File: config.mk
export PLATFORM = sky130hd
export DESIGN_NAME = tmr3_timer
export DESIGN_NICKNAME = d
export VERILOG_FILES = /design/src/inc/tmr3_pkg.sv /design/src/hdl/tmr3_timer.sv
export SDC_FILE = /design/constraint.sdc
export NUM_CORES = 1
export LEC_CHECK = 0
export ABC_CLOCK_PERIOD_IN_PS = 2800
export BUFFER_PORTS_ARGS = -buffer_cell sky130_fd_sc_hd__buf_2
export CORE_ASPECT_RATIO = 2
export CORE_MARGIN = 3
export CORE_UTILIZATION = 59
export CTS_CLUSTER_DIAMETER = 200
export DETAILED_ROUTE_END_ITERATION = 10
export HOLD_SLACK_MARGIN = 0.12
export PLACE_DENSITY = 0.87
export SYNTH_ARGS = -nofsm -noshare
export SYNTH_HDL_FRONTEND = slang
export SYNTH_SLANG_ARGS = --single-unit
File: constraint.sdc
create_clock -name mclk -period 2.8 [get_ports mclk]
set_input_delay 0.14 -clock mclk [delete_from_list [all_inputs] [get_ports mclk]]
set_output_delay 0.14 -clock mclk [all_outputs]
set_load 0.005 [all_outputs]
File: src/inc/tmr3_pkg.sv
package tmr3_pkg;
  // register addresses
  localparam logic [7:0] ADDR_CONTROL = 8'h91;
  localparam logic [7:0] ADDR_RELOAD_LOW = 8'h92;
  localparam logic [7:0] ADDR_RELOAD_HIGH = 8'h93;
  localparam logic [7:0] ADDR_COUNT_LOW = 8'h94;
  localparam logic [7:0] ADDR_COUNT_HIGH = 8'h95;
  // control field positions
  localparam int BIT_HIGH_FLAG = 7;
  localparam int BIT_LOW_FLAG = 6;
  localparam int BIT_LOW_IRQ_EN = 5;
  localparam int BIT_CAPTURE_EN = 4;
  localparam int BIT_SPLIT = 3;
  localparam int BIT_RUN = 2;
  localparam int BIT_CAPTURE_SRC = 1;
  localparam int BIT_EXT_SEL = 0;
  // reset values and limits
  localparam logic [7:0] RESET_BYTE = 8'h00;
  localparam logic [7:0] BYTE_MAX = 8'hff;
  localparam logic [7:0] BYTE_ONE = 8'h01;
  localparam logic [3:0] DIV12_LAST = 4'hb;
  localparam logic [3:0] DIV_ZERO = 4'h0;
  localparam logic [3:0] DIV_ONE = 4'h1;
  // special-function register bus request
  typedef struct packed {
    logic wr;
    logic rd;
    logic [7:0] addr;
    logic [7:0] wdata;
  } tmr3_sfr_s;
  // per-byte tick sources
  typedef struct packed {
    logic sys;
    logic div12;
    logic ext8;
  } tmr3_tick_s;
endpackage : tmr3_pkg

File: src/hdl/tmr3_timer.sv
module tmr3_timer (
  // clock and reset
  input wire logic mclk,
  input wire logic resetn,
  // special-function register access
  input wire tmr3_pkg::tmr3_sfr_s sfr,
  output logic [7:0] sfr_rdata,
  // clock select and interrupt enable bits held elsewhere
  input wire logic high_byte_fast_clock_select,
  input wire logic low_byte_fast_clock_select,
  input wire logic timer_irq_enable,
  // event sources
  input wire logic ext_clk_div8,
  input wire logic usb_sof,
  input wire logic slow_internal_oscillator,
  // interrupt request
  output logic irq
);

  // stored state
  logic [7:0] control, next_control;
  logic [7:0] count_low_byte, next_count_low_byte;
  logic [7:0] count_high_byte, next_count_high_byte;
  logic [7:0] reload_low_byte, next_reload_low_byte;
  logic [7:0] reload_high_byte, next_reload_high_byte;
  logic [3:0] div12, next_div12;
  logic [2:0] ext_sync, sof_sync, lfo_sync; // sync stages plus history
  logic [2:0] next_ext_sync, next_sof_sync, next_lfo_sync; // shifted stages
  logic irq_q, next_irq;
  logic [7:0] rdata_q, next_rdata;

  // decoded controls
  logic split_byte_mode, run_control, capture_mode_enable;
  logic capture_source_select, external_tick_select, low_overflow_irq_enable;
  logic ext_pulse, sof_pulse, lfo_pulse, capture_pulse;
  logic div12_pulse, tick_low, tick_high, run_low, run_high;
  logic low_wrap, high_wrap, wide_wrap;
  tmr3_pkg::tmr3_tick_s src;

  // field decode
  always_comb begin
    split_byte_mode = control[tmr3_pkg::BIT_SPLIT];
    run_control = control[tmr3_pkg::BIT_RUN];
    capture_mode_enable = control[tmr3_pkg::BIT_CAPTURE_EN];
    capture_source_select = control[tmr3_pkg::BIT_CAPTURE_SRC];
    external_tick_select = control[tmr3_pkg::BIT_EXT_SEL];
    low_overflow_irq_enable = control[tmr3_pkg::BIT_LOW_IRQ_EN];
  end

  // edge pulses read only the second and third stages
  always_comb begin
    ext_pulse = ext_sync[1] & ~ext_sync[2];
    sof_pulse = sof_sync[1] & ~sof_sync[2];
    lfo_pulse = ~lfo_sync[1] & lfo_sync[2]; // falling edge
    capture_pulse = capture_mode_enable &
      (capture_source_select ? lfo_pulse : sof_pulse);
  end

  // synchroniser next values: each line moves up one stage per clock
  always_comb begin
    next_ext_sync = {ext_sync[1:0], ext_clk_div8};
    next_sof_sync = {sof_sync[1:0], usb_sof};
    next_lfo_sync = {lfo_sync[1:0], slow_internal_oscillator};
  end

  // synchroniser stages; cleared so a rising idle line gives no false fall
  always_ff @(posedge mclk or negedge resetn) begin
    if (!resetn) begin
      ext_sync <= '0;
      sof_sync <= '0;
      lfo_sync <= '0;
    end else begin
      ext_sync <= next_ext_sync;
      sof_sync <= next_sof_sync;
      lfo_sync <= next_lfo_sync;
    end
  end

  // divide-by-12 prescaler
  always_comb begin
    div12_pulse = (div12 == tmr3_pkg::DIV12_LAST);
    next_div12 = div12_pulse ? tmr3_pkg::DIV_ZERO : div12 + tmr3_pkg::DIV_ONE;
  end

  always_ff @(posedge mclk or negedge resetn) begin
    if (!resetn) begin
      div12 <= tmr3_pkg::DIV_ZERO;
    end else begin
      div12 <= next_div12;
    end
  end

  // tick selection per byte
  always_comb begin
    src.sys = 1'b1;
    src.div12 = div12_pulse;
    src.ext8 = ext_pulse;
    tick_low = low_byte_fast_clock_select ? src.sys :
      (external_tick_select ? src.ext8 : src.div12);
    tick_high = high_byte_fast_clock_select ? src.sys :
      (external_tick_select ? src.ext8 : src.div12);
  end

  // counting and wrap detection
  always_comb begin
    // split low byte always runs; otherwise run bit gates all
    run_low = split_byte_mode ? 1'b1 : run_control;
    run_high = run_control;
    if (split_byte_mode) begin
      low_wrap = run_low & tick_low & (count_low_byte == tmr3_pkg::BYTE_MAX);
      high_wrap = run_high & tick_high & (count_high_byte == tmr3_pkg::BYTE_MAX);
      wide_wrap = 1'b0;
    end else begin
      // wide counter advances on the low byte's tick
      low_wrap = run_low & tick_low & (count_low_byte == tmr3_pkg::BYTE_MAX);
      wide_wrap = low_wrap & (count_high_byte == tmr3_pkg::BYTE_MAX);
      high_wrap = wide_wrap;
    end
  end

  // next-state for counters, reloads and control
  always_comb begin
    next_count_low_byte = count_low_byte;
    next_count_high_byte = count_high_byte;
    next_reload_low_byte = reload_low_byte;
    next_reload_high_byte = reload_high_byte;
    next_control = control;
    if (split_byte_mode) begin
      // two independent byte timers
      if (run_low && tick_low) begin
        if (low_wrap && !capture_mode_enable) begin
          next_count_low_byte = reload_low_byte;
        end else begin
          next_count_low_byte = count_low_byte + tmr3_pkg::BYTE_ONE;
        end
      end
      if (run_high && tick_high) begin
        if (high_wrap && !capture_mode_enable) begin
          next_count_high_byte = reload_high_byte;
        end else begin
          next_count_high_byte = count_high_byte + tmr3_pkg::BYTE_ONE;
        end
      end
    end else if (run_low && tick_low) begin
      if (wide_wrap && !capture_mode_enable) begin
        next_count_low_byte = reload_low_byte;
        next_count_high_byte = reload_high_byte;
      end else begin
        // free 16-bit increment, wraps to zero in capture mode
        next_count_low_byte = count_low_byte + tmr3_pkg::BYTE_ONE;
        if (low_wrap) begin
          next_count_high_byte = count_high_byte + tmr3_pkg::BYTE_ONE;
        end
      end
    end
    // capture copies the present count
    if (capture_pulse) begin
      next_reload_low_byte = count_low_byte;
      next_reload_high_byte = count_high_byte;
    end
    // software writes
    if (sfr.wr) begin
      unique case (sfr.addr)
        tmr3_pkg::ADDR_CONTROL: next_control = sfr.wdata;
        tmr3_pkg::ADDR_RELOAD_LOW: next_reload_low_byte = sfr.wdata;
        tmr3_pkg::ADDR_RELOAD_HIGH: next_reload_high_byte = sfr.wdata;
        tmr3_pkg::ADDR_COUNT_LOW: next_count_low_byte = sfr.wdata;
        tmr3_pkg::ADDR_COUNT_HIGH: next_count_high_byte = sfr.wdata;
        default: ; // other addresses belong elsewhere
      endcase
    end
    // hardware sets win over a software clear; never cleared here
    if (low_wrap) begin
      next_control[tmr3_pkg::BIT_LOW_FLAG] = 1'b1;
    end
    if (high_wrap) begin
      next_control[tmr3_pkg::BIT_HIGH_FLAG] = 1'b1;
    end
  end

  // interrupt request and read data
  always_comb begin
    next_irq = timer_irq_enable &
      (high_wrap | capture_pulse |
       (low_overflow_irq_enable & low_wrap));
    unique case (sfr.addr)
      tmr3_pkg::ADDR_CONTROL: next_rdata = control;
      tmr3_pkg::ADDR_RELOAD_LOW: next_rdata = reload_low_byte;
      tmr3_pkg::ADDR_RELOAD_HIGH: next_rdata = reload_high_byte;
      tmr3_pkg::ADDR_COUNT_LOW: next_rdata = count_low_byte;
      tmr3_pkg::ADDR_COUNT_HIGH: next_rdata = count_high_byte;
      default: next_rdata = tmr3_pkg::RESET_BYTE;
    endcase
    if (!sfr.rd) begin
      next_rdata = rdata_q; // hold last read
    end
  end

  // state registers
  always_ff @(posedge mclk or negedge resetn) begin
    if (!resetn) begin
      control <= tmr3_pkg::RESET_BYTE;
      count_low_byte <= tmr3_pkg::RESET_BYTE;
      count_high_byte <= tmr3_pkg::RESET_BYTE;
      reload_low_byte <= tmr3_pkg::RESET_BYTE;
      reload_high_byte <= tmr3_pkg::RESET_BYTE;
      irq_q <= 1'b0;
      rdata_q <= tmr3_pkg::RESET_BYTE;
    end else begin
      control <= next_control;
      count_low_byte <= next_count_low_byte;
      count_high_byte <= next_count_high_byte;
      reload_low_byte <= next_reload_low_byte;
      reload_high_byte <= next_reload_high_byte;
      irq_q <= next_irq;
      rdata_q <= next_rdata;
    end
  end

  // outputs from flip-flops
  assign irq = irq_q;
  assign sfr_rdata = rdata_q;

  // checks
  chk_wide_reload: assert property (@(posedge mclk) disable iff (!resetn)
    (wide_wrap && !capture_mode_enable && !sfr.wr) |=>
      ({count_high_byte, count_low_byte} == $past({reload_high_byte, reload_low_byte})))
    else $error("wide wrap did not reload");
  chk_high_flag_set: assert property (@(posedge mclk) disable iff (!resetn)
    high_wrap |=> control[tmr3_pkg::BIT_HIGH_FLAG])
    else $error("high flag not set on wrap");
  chk_low_flag_set: assert property (@(posedge mclk) disable iff (!resetn)
    low_wrap |=> control[tmr3_pkg::BIT_LOW_FLAG])
    else $error("low flag not set on wrap");
  chk_flag_sticky: assert property (@(posedge mclk) disable iff (!resetn)
    (control[tmr3_pkg::BIT_HIGH_FLAG] && !(sfr.wr && sfr.addr == tmr3_pkg::ADDR_CONTROL))
      |=> control[tmr3_pkg::BIT_HIGH_FLAG])
    else $error("high flag cleared by hardware");
  chk_irq_high: assert property (@(posedge mclk) disable iff (!resetn)
    (high_wrap && timer_irq_enable) |=> irq)
    else $error("missing overflow interrupt");
  chk_irq_low_gate: assert property (@(posedge mclk) disable iff (!resetn)
    (low_wrap && !high_wrap && !capture_pulse && !low_overflow_irq_enable) |=> !irq)
    else $error("low wrap interrupted without enable");
  chk_capture_copy: assert property (@(posedge mclk) disable iff (!resetn)
    (capture_pulse && !sfr.wr) |=>
      ({reload_high_byte, reload_low_byte} == $past({count_high_byte, count_low_byte})))
    else $error("capture did not copy count");
  chk_split_low_run: assert property (@(posedge mclk) disable iff (!resetn)
    (split_byte_mode && !run_control && low_byte_fast_clock_select && !sfr.wr
      && count_low_byte != tmr3_pkg::BYTE_MAX)
      |=> count_low_byte == $past(count_low_byte) + tmr3_pkg::BYTE_ONE)
    else $error("split low byte stalled");
  chk_stopped_high: assert property (@(posedge mclk) disable iff (!resetn)
    (!run_control && !sfr.wr && !capture_pulse) |=> $stable(count_high_byte))
    else $error("high byte moved while stopped");

  // low byte also stands still when the wide counter is stopped
  chk_stopped_low: assert property (@(posedge mclk) disable iff (!resetn)
    (!split_byte_mode && !run_control && !sfr.wr)
      |=> $stable(count_low_byte))
    else $error("low byte moved while stopped");

  // low flag is as sticky as the high flag
  chk_low_sticky: assert property (@(posedge mclk) disable iff (!resetn)
    (control[tmr3_pkg::BIT_LOW_FLAG] && !(sfr.wr && sfr.addr == tmr3_pkg::ADDR_CONTROL))
      |=> control[tmr3_pkg::BIT_LOW_FLAG])
    else $error("low flag cleared by hardware");

  // software write lands whole when no wrap competes with it
  chk_write_control: assert property (@(posedge mclk) disable iff (!resetn)
    (sfr.wr && sfr.addr == tmr3_pkg::ADDR_CONTROL && !low_wrap && !high_wrap)
      |=> control == $past(sfr.wdata))
    else $error("control write lost");

  // low wrap without a wide wrap carries into the high byte
  chk_wide_carry: assert property (@(posedge mclk) disable iff (!resetn)
    (!split_byte_mode && low_wrap && !wide_wrap && !sfr.wr)
      |=> count_high_byte == $past(count_high_byte) + tmr3_pkg::BYTE_ONE)
    else $error("no carry into high byte");

  // fast select advances the running wide counter every clock
  chk_fast_tick: assert property (@(posedge mclk) disable iff (!resetn)
    (!split_byte_mode && run_control && low_byte_fast_clock_select && !sfr.wr
      && count_low_byte != tmr3_pkg::BYTE_MAX)
      |=> count_low_byte == $past(count_low_byte) + tmr3_pkg::BYTE_ONE)
    else $error("fast tick missed");

  // prescaler never leaves its twelve states
  chk_div12_range: assert property (@(posedge mclk) disable iff (!resetn)
    div12 <= tmr3_pkg::DIV12_LAST)
    else $error("prescaler out of range");

  // split low byte reloads from its own reload byte
  chk_split_low_reload: assert property (@(posedge mclk) disable iff (!resetn)
    (split_byte_mode && low_wrap && !capture_mode_enable && !sfr.wr)
      |=> count_low_byte == $past(reload_low_byte))
    else $error("split low byte did not reload");

  // split high byte reloads from its own reload byte
  chk_split_high_reload: assert property (@(posedge mclk) disable iff (!resetn)
    (split_byte_mode && high_wrap && !capture_mode_enable && !sfr.wr)
      |=> count_high_byte == $past(reload_high_byte))
    else $error("split high byte did not reload");

  // enabled low wrap always requests
  chk_irq_low_wrap: assert property (@(posedge mclk) disable iff (!resetn)
    (low_wrap && low_overflow_irq_enable && timer_irq_enable)
      |=> irq)
    else $error("missing low byte interrupt");

  // no request while the outside enable is clear
  chk_irq_masked: assert property (@(posedge mclk) disable iff (!resetn)
    !timer_irq_enable
      |=> !irq)
    else $error("interrupt while disabled");

  // each enabled capture requests once
  chk_capture_irq: assert property (@(posedge mclk) disable iff (!resetn)
    (capture_pulse && timer_irq_enable)
      |=> irq)
    else $error("missing capture interrupt");

  // capture modes wrap to zero instead of reloading
  chk_capture_wrap: assert property (@(posedge mclk) disable iff (!resetn)
    (capture_mode_enable && low_wrap && !sfr.wr)
      |=> count_low_byte == tmr3_pkg::RESET_BYTE)
    else $error("capture mode reloaded on wrap");

  // reload bytes change only by capture or by software
  chk_reload_stable: assert property (@(posedge mclk) disable iff (!resetn)
    (!capture_pulse && !sfr.wr)
      |=> $stable({reload_high_byte, reload_low_byte}))
    else $error("reload bytes changed unasked");

  // one external edge gives one tick only
  chk_ext_single: assert property (@(posedge mclk) disable iff (!resetn)
    ext_pulse
      |=> !ext_pulse)
    else $error("external tick longer than one clock");

  // one frame start gives one event only
  chk_sof_single: assert property (@(posedge mclk) disable iff (!resetn)
    sof_pulse
      |=> !sof_pulse)
    else $error("frame event longer than one clock");

  // one oscillator fall gives one event only
  chk_lfo_single: assert property (@(posedge mclk) disable iff (!resetn)
    lfo_pulse
      |=> !lfo_pulse)
    else $error("oscillator event longer than one clock");

endmodule : tmr3_timer

==> summary.txt, run 1 <==
Final layout
  • Share of cells above drive strength 1: 0.232
  • # diodes: 0
  • Core Util, Final: 0.729
  • Area grow syn2layout: 18.0%
  • Fillers: around 420
  • Nets: ~430

Logic synthesis
  • Distinct cell type count after synthesis: 63
  • Primary FF master, synth: dfrtp_1
  • Warnings, synthesis: 0
  • Ys async rst share: 1.00
  • Sequential fraction of the synthesis area: 0.436
  • Syn avg cell area: 10.1 um^2
  • FF+latch count, synth: 62
  • Synth Cell Area: around 3600 um^2
  • Number of synthesized flops with an enable pin: 0
  • Syn_nets: between 300 and 400
  • Cell count after synthesis: 353

Timing
  • RSZ-0062 raised after global routing: false
  • Fin Clk Skew: 5.28 ps
  • Pins Over Slew Limit: 0
  • Setup TNS: 0 ps
  • Measured slew at the worst slew-check pin: 837 ps
  • Crit path time final: 2150 ps
  • F_max: 0.466 GHz
  • Fin. Hold Viols: 0
  • Crit share post-route: 0.767
  • Worst Setup Slack, final: 654 ps
  • Slew Limit Headroom: 0.442
  • # setup viols final: 0

Critical path
  • Worst stage delay on the critical path: 510 ps
  • CP bufs+invs: 0
  • Worst-path cell with the longest stage delay: nor3_2
  • Critical Path AT: 2370 ps
  • CP endpoint kind: flip-flop
  • Cell depth of the worst flop-to-flop path: 6
  • CP Data Required Time: 3020 ps
  • Delay-heaviest family, CP: simple AND/OR/NAND/NOR gates
  • Maximum fanout along the worst path: 9
  • Worst Path Class, Setup: reg -> reg
  • Worst path depth: 6
  • Critical Path Source Type: flip-flop
  • Crit-path cells: ha_1 > nand3_2 > nor3_2 > mux2_2 > mux2i_1 > a21oi_1

Clocking
  • Clk Latency, worst-skew pair: 340 ps
  • H-tree Lvls: 3
  • Num Clock Sinks: 62
  • CTS Buf Count: 9
  • CTS Buffer Depth: 2
  • Root buf cell: clkbuf_16
  • CTS tree: yes
  • Post_cts resized: 0
  • Clk slew on worst S/H paths: ~50 ps

GRT
  • GRT overflow: 0
  • GR Util All Layers: 0.307
  • First-pass GRT wire length: 15400 um
  • Largest net degree at the start of global routing: 40
  • Initial antenna violation count: 0
  • Vias in the first global route: 3184

Detailed routing
  • Antenna Nets Post-Route: 0
  • Detail-routed via count per cell: 6.70
  • DR iter-0 viols: 196
  • Total wire length: 9550 um
  • Post-route DRC: 0
  • Detailed Routing Iterations Pass 1: 5
  • DR WL/cell: just over 20 um
  • Routed via count: about 3100

Floorplan
  • # IOs: 35
  • Number of placement rows: 39
  • Core Area: approximately 5800 um^2
  • Initial Utilization: 0.618
  • Die ar.: 7060 um^2
  • Chip height: 116 um
  • Die Wd: between 60 and 70 um

Placed design
  • Place WS: 539 ps
  • DP HPWL: a little under 7000 um
  • Quantity of I/O buffers inserted on ports: 34
  • Routability congestion estimate from global placement: 0.938

Pwr
  • Leakage: between 1.5 and 2 nW
  • Clock power share: 0.441
  • Psw: 0.737 mW
  • Logic pwr share: 0.133
  • VDD IR max: 0.000551 V
  • Pwr Density: about 650 nW/um^2
  • Sequential group share of total power: 0.427
  • Switching share of power: 0.272
  • P_int: 1.98 mW

Outcome
  • Status: finished, final reports clean

Hold path
  • Hold depth: 2
  • Hold crit path type: in -> reg

Job
  • Max-Cap Viols: 0
[registers in the layout (all words and copies together), names as in the netlist]
signal and count:
control 8, count_high_byte 8, count_low_byte 8, reload_high_byte 8
reload_low_byte 8, sfr_rdata 8, div12 4, ext_sync 3
lfo_sync 3, sof_sync 3, irq 1
[cell type report]
cell class | count | area (um^2) | area share
Clock buffer | 9 | 225 | 0.0536
Clock inverter | 7 | 98.8 | 0.0235
Inverter | 4 | 15.0 | 0.00357
Multi-Input combinational cell | 268 | 1900 | 0.453
Sequential cell | 62 | 1550 | 0.369
Tap cell | 61 | 76.3 | 0.0182
Timing Repair Buffer | 51 | 330 | 0.0786
[cells in the final DEF (no fill, tap or decap), types with 6 or more instances in the layout]
cell type | netlist | final
a21oi_1 | 23 | 23
a221oi_1 | 7 | 7
a31oi_1 | 8 | 8
buf_2 | 9 | 34
clkbuf_16 | 0 | 9
dfrtp_1 | 62 | 62
dlygate4sd3_1 | 0 | 13
mux2_2 | 16 | 16
mux2i_1 | 31 | 31
nand2_1 | 34 | 34
nand3_1 | 10 | 10
nor2_1 | 39 | 39
o21ai_0 | 7 | 6
o21ai_1 | 10 | 10
[metal layers]
metal | wire (um) | track usage
met4 | 580 | 0.245
met5 | 0 | 0
met3 | 529 | 0.0713
met2 | 4980 | 0.496
met1 | 3460 | 0.327
[timing repair]
| action | in CTS | in global routing |
|---|---|---|
| endpoints found under the hold margin | 62 | 0 |
| buffers inserted | 0 | 0 |
| hold buffers | 13 | 0 |
| setup endpoints to repair | 0 | 0 |
[cell usage after synthesis, types with 2 or more instances]
| cell type | instances | area [um^2] |
|---|---|---|
| dfrtp_1 | 62 | 1550 |
| nor2_1 | 39 | 146 |
| nand2_1 | 34 | 128 |
| mux2i_1 | 31 | 310 |
| a21oi_1 | 23 | 115 |
| mux2_2 | 16 | 180 |
| nand3_1 | 10 | 50.1 |
| o21ai_1 | 10 | 50.1 |
| buf_2 | 9 | 45.0 |
| a31oi_1 | 8 | 50.1 |
| a221oi_1 | 7 | 61.3 |
| o21ai_0 | 7 | 35.0 |
| clkbuf_1 | 6 | 22.5 |
| inv_1 | 4 | 15.0 |
| nand2b_1 | 4 | 25.0 |
| nor3_1 | 4 | 20.0 |
| o31ai_1 | 4 | 30.0 |
| or2_2 | 4 | 25.0 |
| and2_1 | 3 | 18.8 |
| and4_1 | 3 | 26.3 |
| ha_1 | 3 | 37.5 |
| nand3b_1 | 3 | 22.5 |
| nor3b_1 | 3 | 22.5 |
| nor4b_2 | 3 | 45.0 |
| o211ai_1 | 3 | 22.5 |
| o31a_1 | 3 | 26.3 |
| a311oi_1 | 2 | 17.5 |
| and3_1 | 2 | 12.5 |
| and3b_1 | 2 | 17.5 |
| buf_6 | 2 | 22.5 |
| nand4_2 | 2 | 25.0 |
| nor4_4 | 2 | 42.5 |
| o31ai_2 | 2 | 25.0 |
| or4b_1 | 2 | 20.0 |
| xnor2_1 | 2 | 17.5 |
| xor2_1 | 2 | 17.5 |
[cells by family (layout without fill, tap and decap cells)]
family / after synthesis / after routing / synth area share
flops: 62 / 62 / 0.436
buf+inv: 23 / 71 / 0.0327
mux: 48 / 48 / 0.141
compound gates: 80 / 80 / 0.151
simple gates: 133 / 133 / 0.220
fa+ha+maj: 3 / 3 / 0.0105
xor+xnor: 4 / 4 / 0.00984
[metrics by stage]
stage | hold WS, ps | std cells | power (mW) | area [um^2]
after floorplan | -156 | 353 | 1.35 | 3560
after global placement | 248 | 433 | 1.48 | 3750
after detailed placement | 250 | 433 | 1.50 | 3750
after CTS | 176 | 462 | 2.71 | 4200
after global routing | 206 | 462 | 2.81 | 4200
final | 174 | 462 | 2.71 | 4200
[worst paths after layout]
path | start | to | slack (ps)
max | count_high_byte[0]$_DFF_PN0_ | count_high_byte[3]$_DFF_PN0_ | 650
min in group asynchronous | resetn | div12[1]$_DFF_PN0_ | 440
max reg2reg | count_high_byte[0]$_DFF_PN0_ | count_high_byte[3]$_DFF_PN0_ | 650
min | sfr[16] | sfr_rdata[3]$_DFFE_PN0P_ | 170
min reg2reg | sof_sync[0]$_DFF_PN0_ | sof_sync[1]$_DFF_PN0_ | 350
max in group asynchronous | resetn | count_high_byte[7]$_DFF_PN0_ | 1520
[power by group through the flow]
| stage | logic (mW) | clock network [mW] | registers [mW] |
|---|---|---|---|
| floorplan | 0.237 | 0 | 1.12 |
| global placement | 0.324 | 0 | 1.16 |
| detailed placement | 0.338 | 0 | 1.17 |
| CTS | 0.355 | 1.21 | 1.15 |
| global route | 0.396 | 1.24 | 1.17 |
| finish | 0.360 | 1.20 | 1.16 |
Note: power is estimated with default switching activity, not from simulation.
==> inputs of run 2 (changes only) <==
ABC_AREA = 1   (was default)
ABC_CLOCK_PERIOD_IN_PS = 1730   (was 2800)
CORE_UTILIZATION = 54   (was 59)
PLACE_DENSITY = 0.84   (was 0.87)
clock period = 1.73 ns   (was 2.8 ns; I/O delays follow)
==> run 2 against run 1 <==
- synthesized cell count up 31%
- sequential share of layout area is 4.3 points lower
- non-clock buffer count grew 37
- final area grew 13%
- sequential power rose by 79%
- wire length grew 19%
- utilization rose by 1.2 points
- clock skew grew 0.62 ps
- critical path type unchanged
- largest cell class unchanged
- largest power group is now sequential cells
- highest routed layer unchanged
==> summary.txt, run 2 <==
Outcome
  • Status: finished, final reports clean

Timing
  • Pins Over Slew Limit: 0 (unchanged)
  • Measured slew at the worst slew-check pin: 583 ps (-254 ps)
  • Crit path time final: 1720 ps (-422 ps)
  • Slew Limit Headroom: 0.611 (+0.170)
  • Hold_ws: 158 ps (-16.1 ps)
  • # setup viols final: 0 (unchanged)
  • Fin Clk Skew: 5.90 ps (+0.620 ps)
  • RSZ-0062 raised after global routing: true
  • Crit share post-route: 0.997 (+0.230)
  • Worst Setup Slack, final: 5.91 ps (-648 ps)
  • F_max: 0.580 GHz (+24%)
  • Fin. Hold Viols: 0 (unchanged)

Clocking
  • CTS tree: yes
  • Clk Latency, worst-skew pair: 330 ps (about the same)
  • CTS Buf Count: 9 (unchanged)
  • H-tree Lvls: 3 (unchanged)
  • Clk slew on worst S/H paths: 60 ps (about the same)
  • Root buf cell: clkbuf_16
  • Num Clock Sinks: 62 (unchanged)
  • CTS Buffer Depth: 2 (unchanged)

Logic synthesis
  • Distinct cell type count after synthesis: 40 (-37%)
  • Synth Area in Compound Gates: 0.197 (+0.0461)
  • Synth Cell Area: 3600 um^2 (+1.2%)
  • Ranking of synthesized cells by area: dfrtp_1, nand2_1, o21ai_0, inv_1, nor2_1
  • Largest family of logic cells by synthesized area: simple AND/OR/NAND/NOR gates
  • Adder-cell area share of the yosys netlist: 0.0104 (-0.000128)
  • Number of synthesized flops with an enable pin: 0 (unchanged)
  • Most numerous cell in the Yosys netlist: nand2_1
  • Sequential fraction of the synthesis area: 0.430 (-0.00529)
  • Syn_nets: 490 (+28%)
  • Yosys top cell area share: 0.430 (-0.00529)
  • Cell count after synthesis: 461 (+31%)
  • Ys async rst share: 1.00 (unchanged)
  • FF+latch count, synth: 62 (unchanged)
  • Syn avg cell area: 7.82 um^2 (-22%)
  • XOR/XNOR Fraction of Synth Area: 0.0170 (+0.00717)
  • Post-synthesis simple-gate area fraction: 0.257 (+0.0369)
  • Warnings, synthesis: 0 (unchanged)
  • Post-synth top cells: nand2_1, dfrtp_1, inv_1, o21ai_0, nor2_1
  • Post-synthesis mux area share: 0 (-0.141)
  • Primary FF master, synth: dfrtp_1
  • Yosys top cell by area: dfrtp_1

Placed design
  • Routability congestion estimate from global placement: 1.03 (+10%)
  • Place WS: -102 ps (-641 ps)
  • Inst Count DP: 603 (+39%)
  • Placed cell areas: 4090 um^2 (+9.2%)
  • Quantity of I/O buffers inserted on ports: 34 (unchanged)
  • DP HPWL: 8340 um (+24%)

Critical path
  • Crit-path cells: ha_2 > nand4_1 > nand3_2 > nand3_4 > buf_6 > nand2_1 > nand2_1 > nand2_2 > nand3_2 > a21oi_2 > nand2_1 > nand2_1
  • Critical Path AT: 2000 ps (-370 ps)
  • CP Data Required Time: 2000 ps (-1020 ps)
  • Delay-heaviest family, CP: simple AND/OR/NAND/NOR gates
  • Worst r2r dst: count_high_byte[0]$_DFF_PN0_
  • Worst stage delay on the critical path: 390 ps (-120 ps)
  • Worst-path cell with the longest stage delay: dfrtp_1
  • Worst Path Class, Setup: reg -> reg
  • Most used cell, CP: nand2_1
  • Maximum fanout along the worst path: 5 (-4)
  • Critical R2R Launch: div12[0]$_DFF_PN0_
  • Critical Path Source Type: flip-flop
  • Cell depth of the worst flop-to-flop path: 12 (+6)
  • CP bufs+invs: 1 (+1)
  • CP endpoint kind: flip-flop
  • Flop2flop setup slack: 6 ps (-650 ps)

Final layout
  • Nets: 578 (+36%)
  • Commonest non-fill, non-tap cell in the layout: nand2_1
  • # diodes: 0 (unchanged)
  • Area grow syn2layout: 31.9%
  • Most frequent cells in the layout: nand2_1, dfrtp_1, inv_1
  • Share of cells above drive strength 1: 0.273 (+0.0406)
  • Final std cells w/o fill: 640 (+39%)
  • Final instance area: 4750 um^2 (+13%)

Detailed routing
  • Detail-routed via count per cell: 5.75 (-14%)
  • Antenna Nets Post-Route: 0 (unchanged)
  • DR WL/cell: 17.7 um (-14%)
  • Detailed Routing Iterations Pass 1: 5 (unchanged)
  • Total wire length: 11300 um (+19%)
  • DR iter-0 viols: 276 (+41%)
  • Routed via count: 3681 (+19%)
  • Post-route DRC: 0 (unchanged)

GRT
  • GRT overflow: 0 (unchanged)
  • Initial antenna violation count: 0 (unchanged)
  • GR Util All Layers: 0.309 (+0.00200)
  • Largest net degree at the start of global routing: 40 (unchanged)
  • First-pass GRT wire length: 17900 um (+16%)
  • Vias in the first global route: 3675 (+15%)

Pwr
  • Leakage: 2.30 nW (+22%)
  • Tot Pwr: 5.90 mW (+120%)
  • VDD IR max: 0.00124 V (+120%)
  • Pwr Density: 1240 nW/um^2 (+92%)

Floorplan
  • # IOs: 35 (unchanged)
  • Die Wd: 63.8 um (+4.7%)
  • Number of placement rows: 41 (+5.1%)
  • Core Area: 6410 um^2 (+11%)
  • Initial Utilization: 0.562 (-0.0563)
  • Chip height: 122 um (+4.9%)
  • Die ar.: 7750 um^2 (+9.8%)

Hold path
  • Hold crit path type: in -> reg
  • Hold_sp: sfr[16]
  • Hold depth: 3 (+1)
  • Hold EP: sfr_rdata[5]$_DFFE_PN0P_

Job
  • Max-Cap Viols: 0 (unchanged)
-- run 2: cell count changes after synthesis, sizes merged, moves of 5 or more --
cell and change:
nand2 +63, inv +64, a22oi +5, mux2i -31, nor3 +8, a21oi -5
mux2 -17, buf -7, nand3 +11, o31ai -5, o211ai +8, o21ai +52
o22ai +11, a221oi -7
-- run 2: layout make-up --
type                            instances  area, um^2
Multi-Input combinational cell        320        1890
Clock inverter                          6        71.3
Tap cell                               86         108
Timing Repair Buffer                   88         634
Clock buffer                           10         239
Inverter                               68         260
Fill cell                             476        1660
Sequential cell                        62        1550
-- run 2: worst min-delay path: cells and delay by family --
| family | cells | cell delay [ps] |
|---|---|---|
| buffers and inverters | 1 | 190 |
| AND/OR/NAND/NOR | 2 | 160 |
-- run 2: repair_timing --
item                                   CTS  global route
gates cloned                             0             0
hold buffers                            12             0
endpoints found under the hold margin   39             0
pin swaps                                4            21
setup buffers                            0             9
setup endpoints to repair               14            17
gates resized for setup                  7            44
-- run 2: cell families after synthesis --
group	count (synthesis)
AO/OA/AOI/OAI	123
XOR/XNOR	7
adder cells (fa/ha/maj)	3
buffers and inverters	79
flip-flops	62
AND/OR/NAND/NOR	187
-- run 2: per-stage QoR --
step / TNS (ps) / utilization
detailed placement: -370 / 0.638
finish: 0 / 0.741
global route: -1060 / 0.741
global placement: -67.8 / 0.638
CTS: 0 / 0.709
floorplan: 0 / -
-- run 2: where the power goes --
group | total [mW] | leakage (nW) | switching, mW | internal (mW)
sequential | 2.08 | 0.724 | 0.305 | 1.77
combinational | 1.98 | 1.43 | 1.14 | 0.835
clock | 1.84 | 0.145 | 0.681 | 1.16
-- run 2: worst max-delay path by stage --
stage / from / depth (start not counted) / end / slack (ps)
finish: div12[0]$_DFF_PN0_ / 12 / count_high_byte[0]$_DFF_PN0_ / 6
global route: div12[0]$_DFF_PN0_ / 12 / count_high_byte[0]$_DFF_PN0_ / -140
CTS: count_high_byte[1]$_DFF_PN0_ / 12 / count_low_byte[5]$_DFF_PN0_ / 4
detailed placement: count_high_byte[0]$_DFF_PN0_ / 12 / count_low_byte[5]$_DFF_PN0_ / -100
global placement: count_high_byte[0]$_DFF_PN0_ / 11 / count_low_byte[0]$_DFF_PN0_ / -30
floorplan: count_high_byte[0]$_DFF_PN0_ / 11 / count_low_byte[4]$_DFF_PN0_ / 80
-- run 2: layer usage --
metal	vias to the layer above	track usage	share of wire	routed length, um
li1	1709	-	-	-
met1	1760	0.313	0.35	4000
met2	149	0.550	0.53	5950
met3	63	0.0673	0.054	614
met4	0	0.214	0.068	770
met5	-	0	0	0
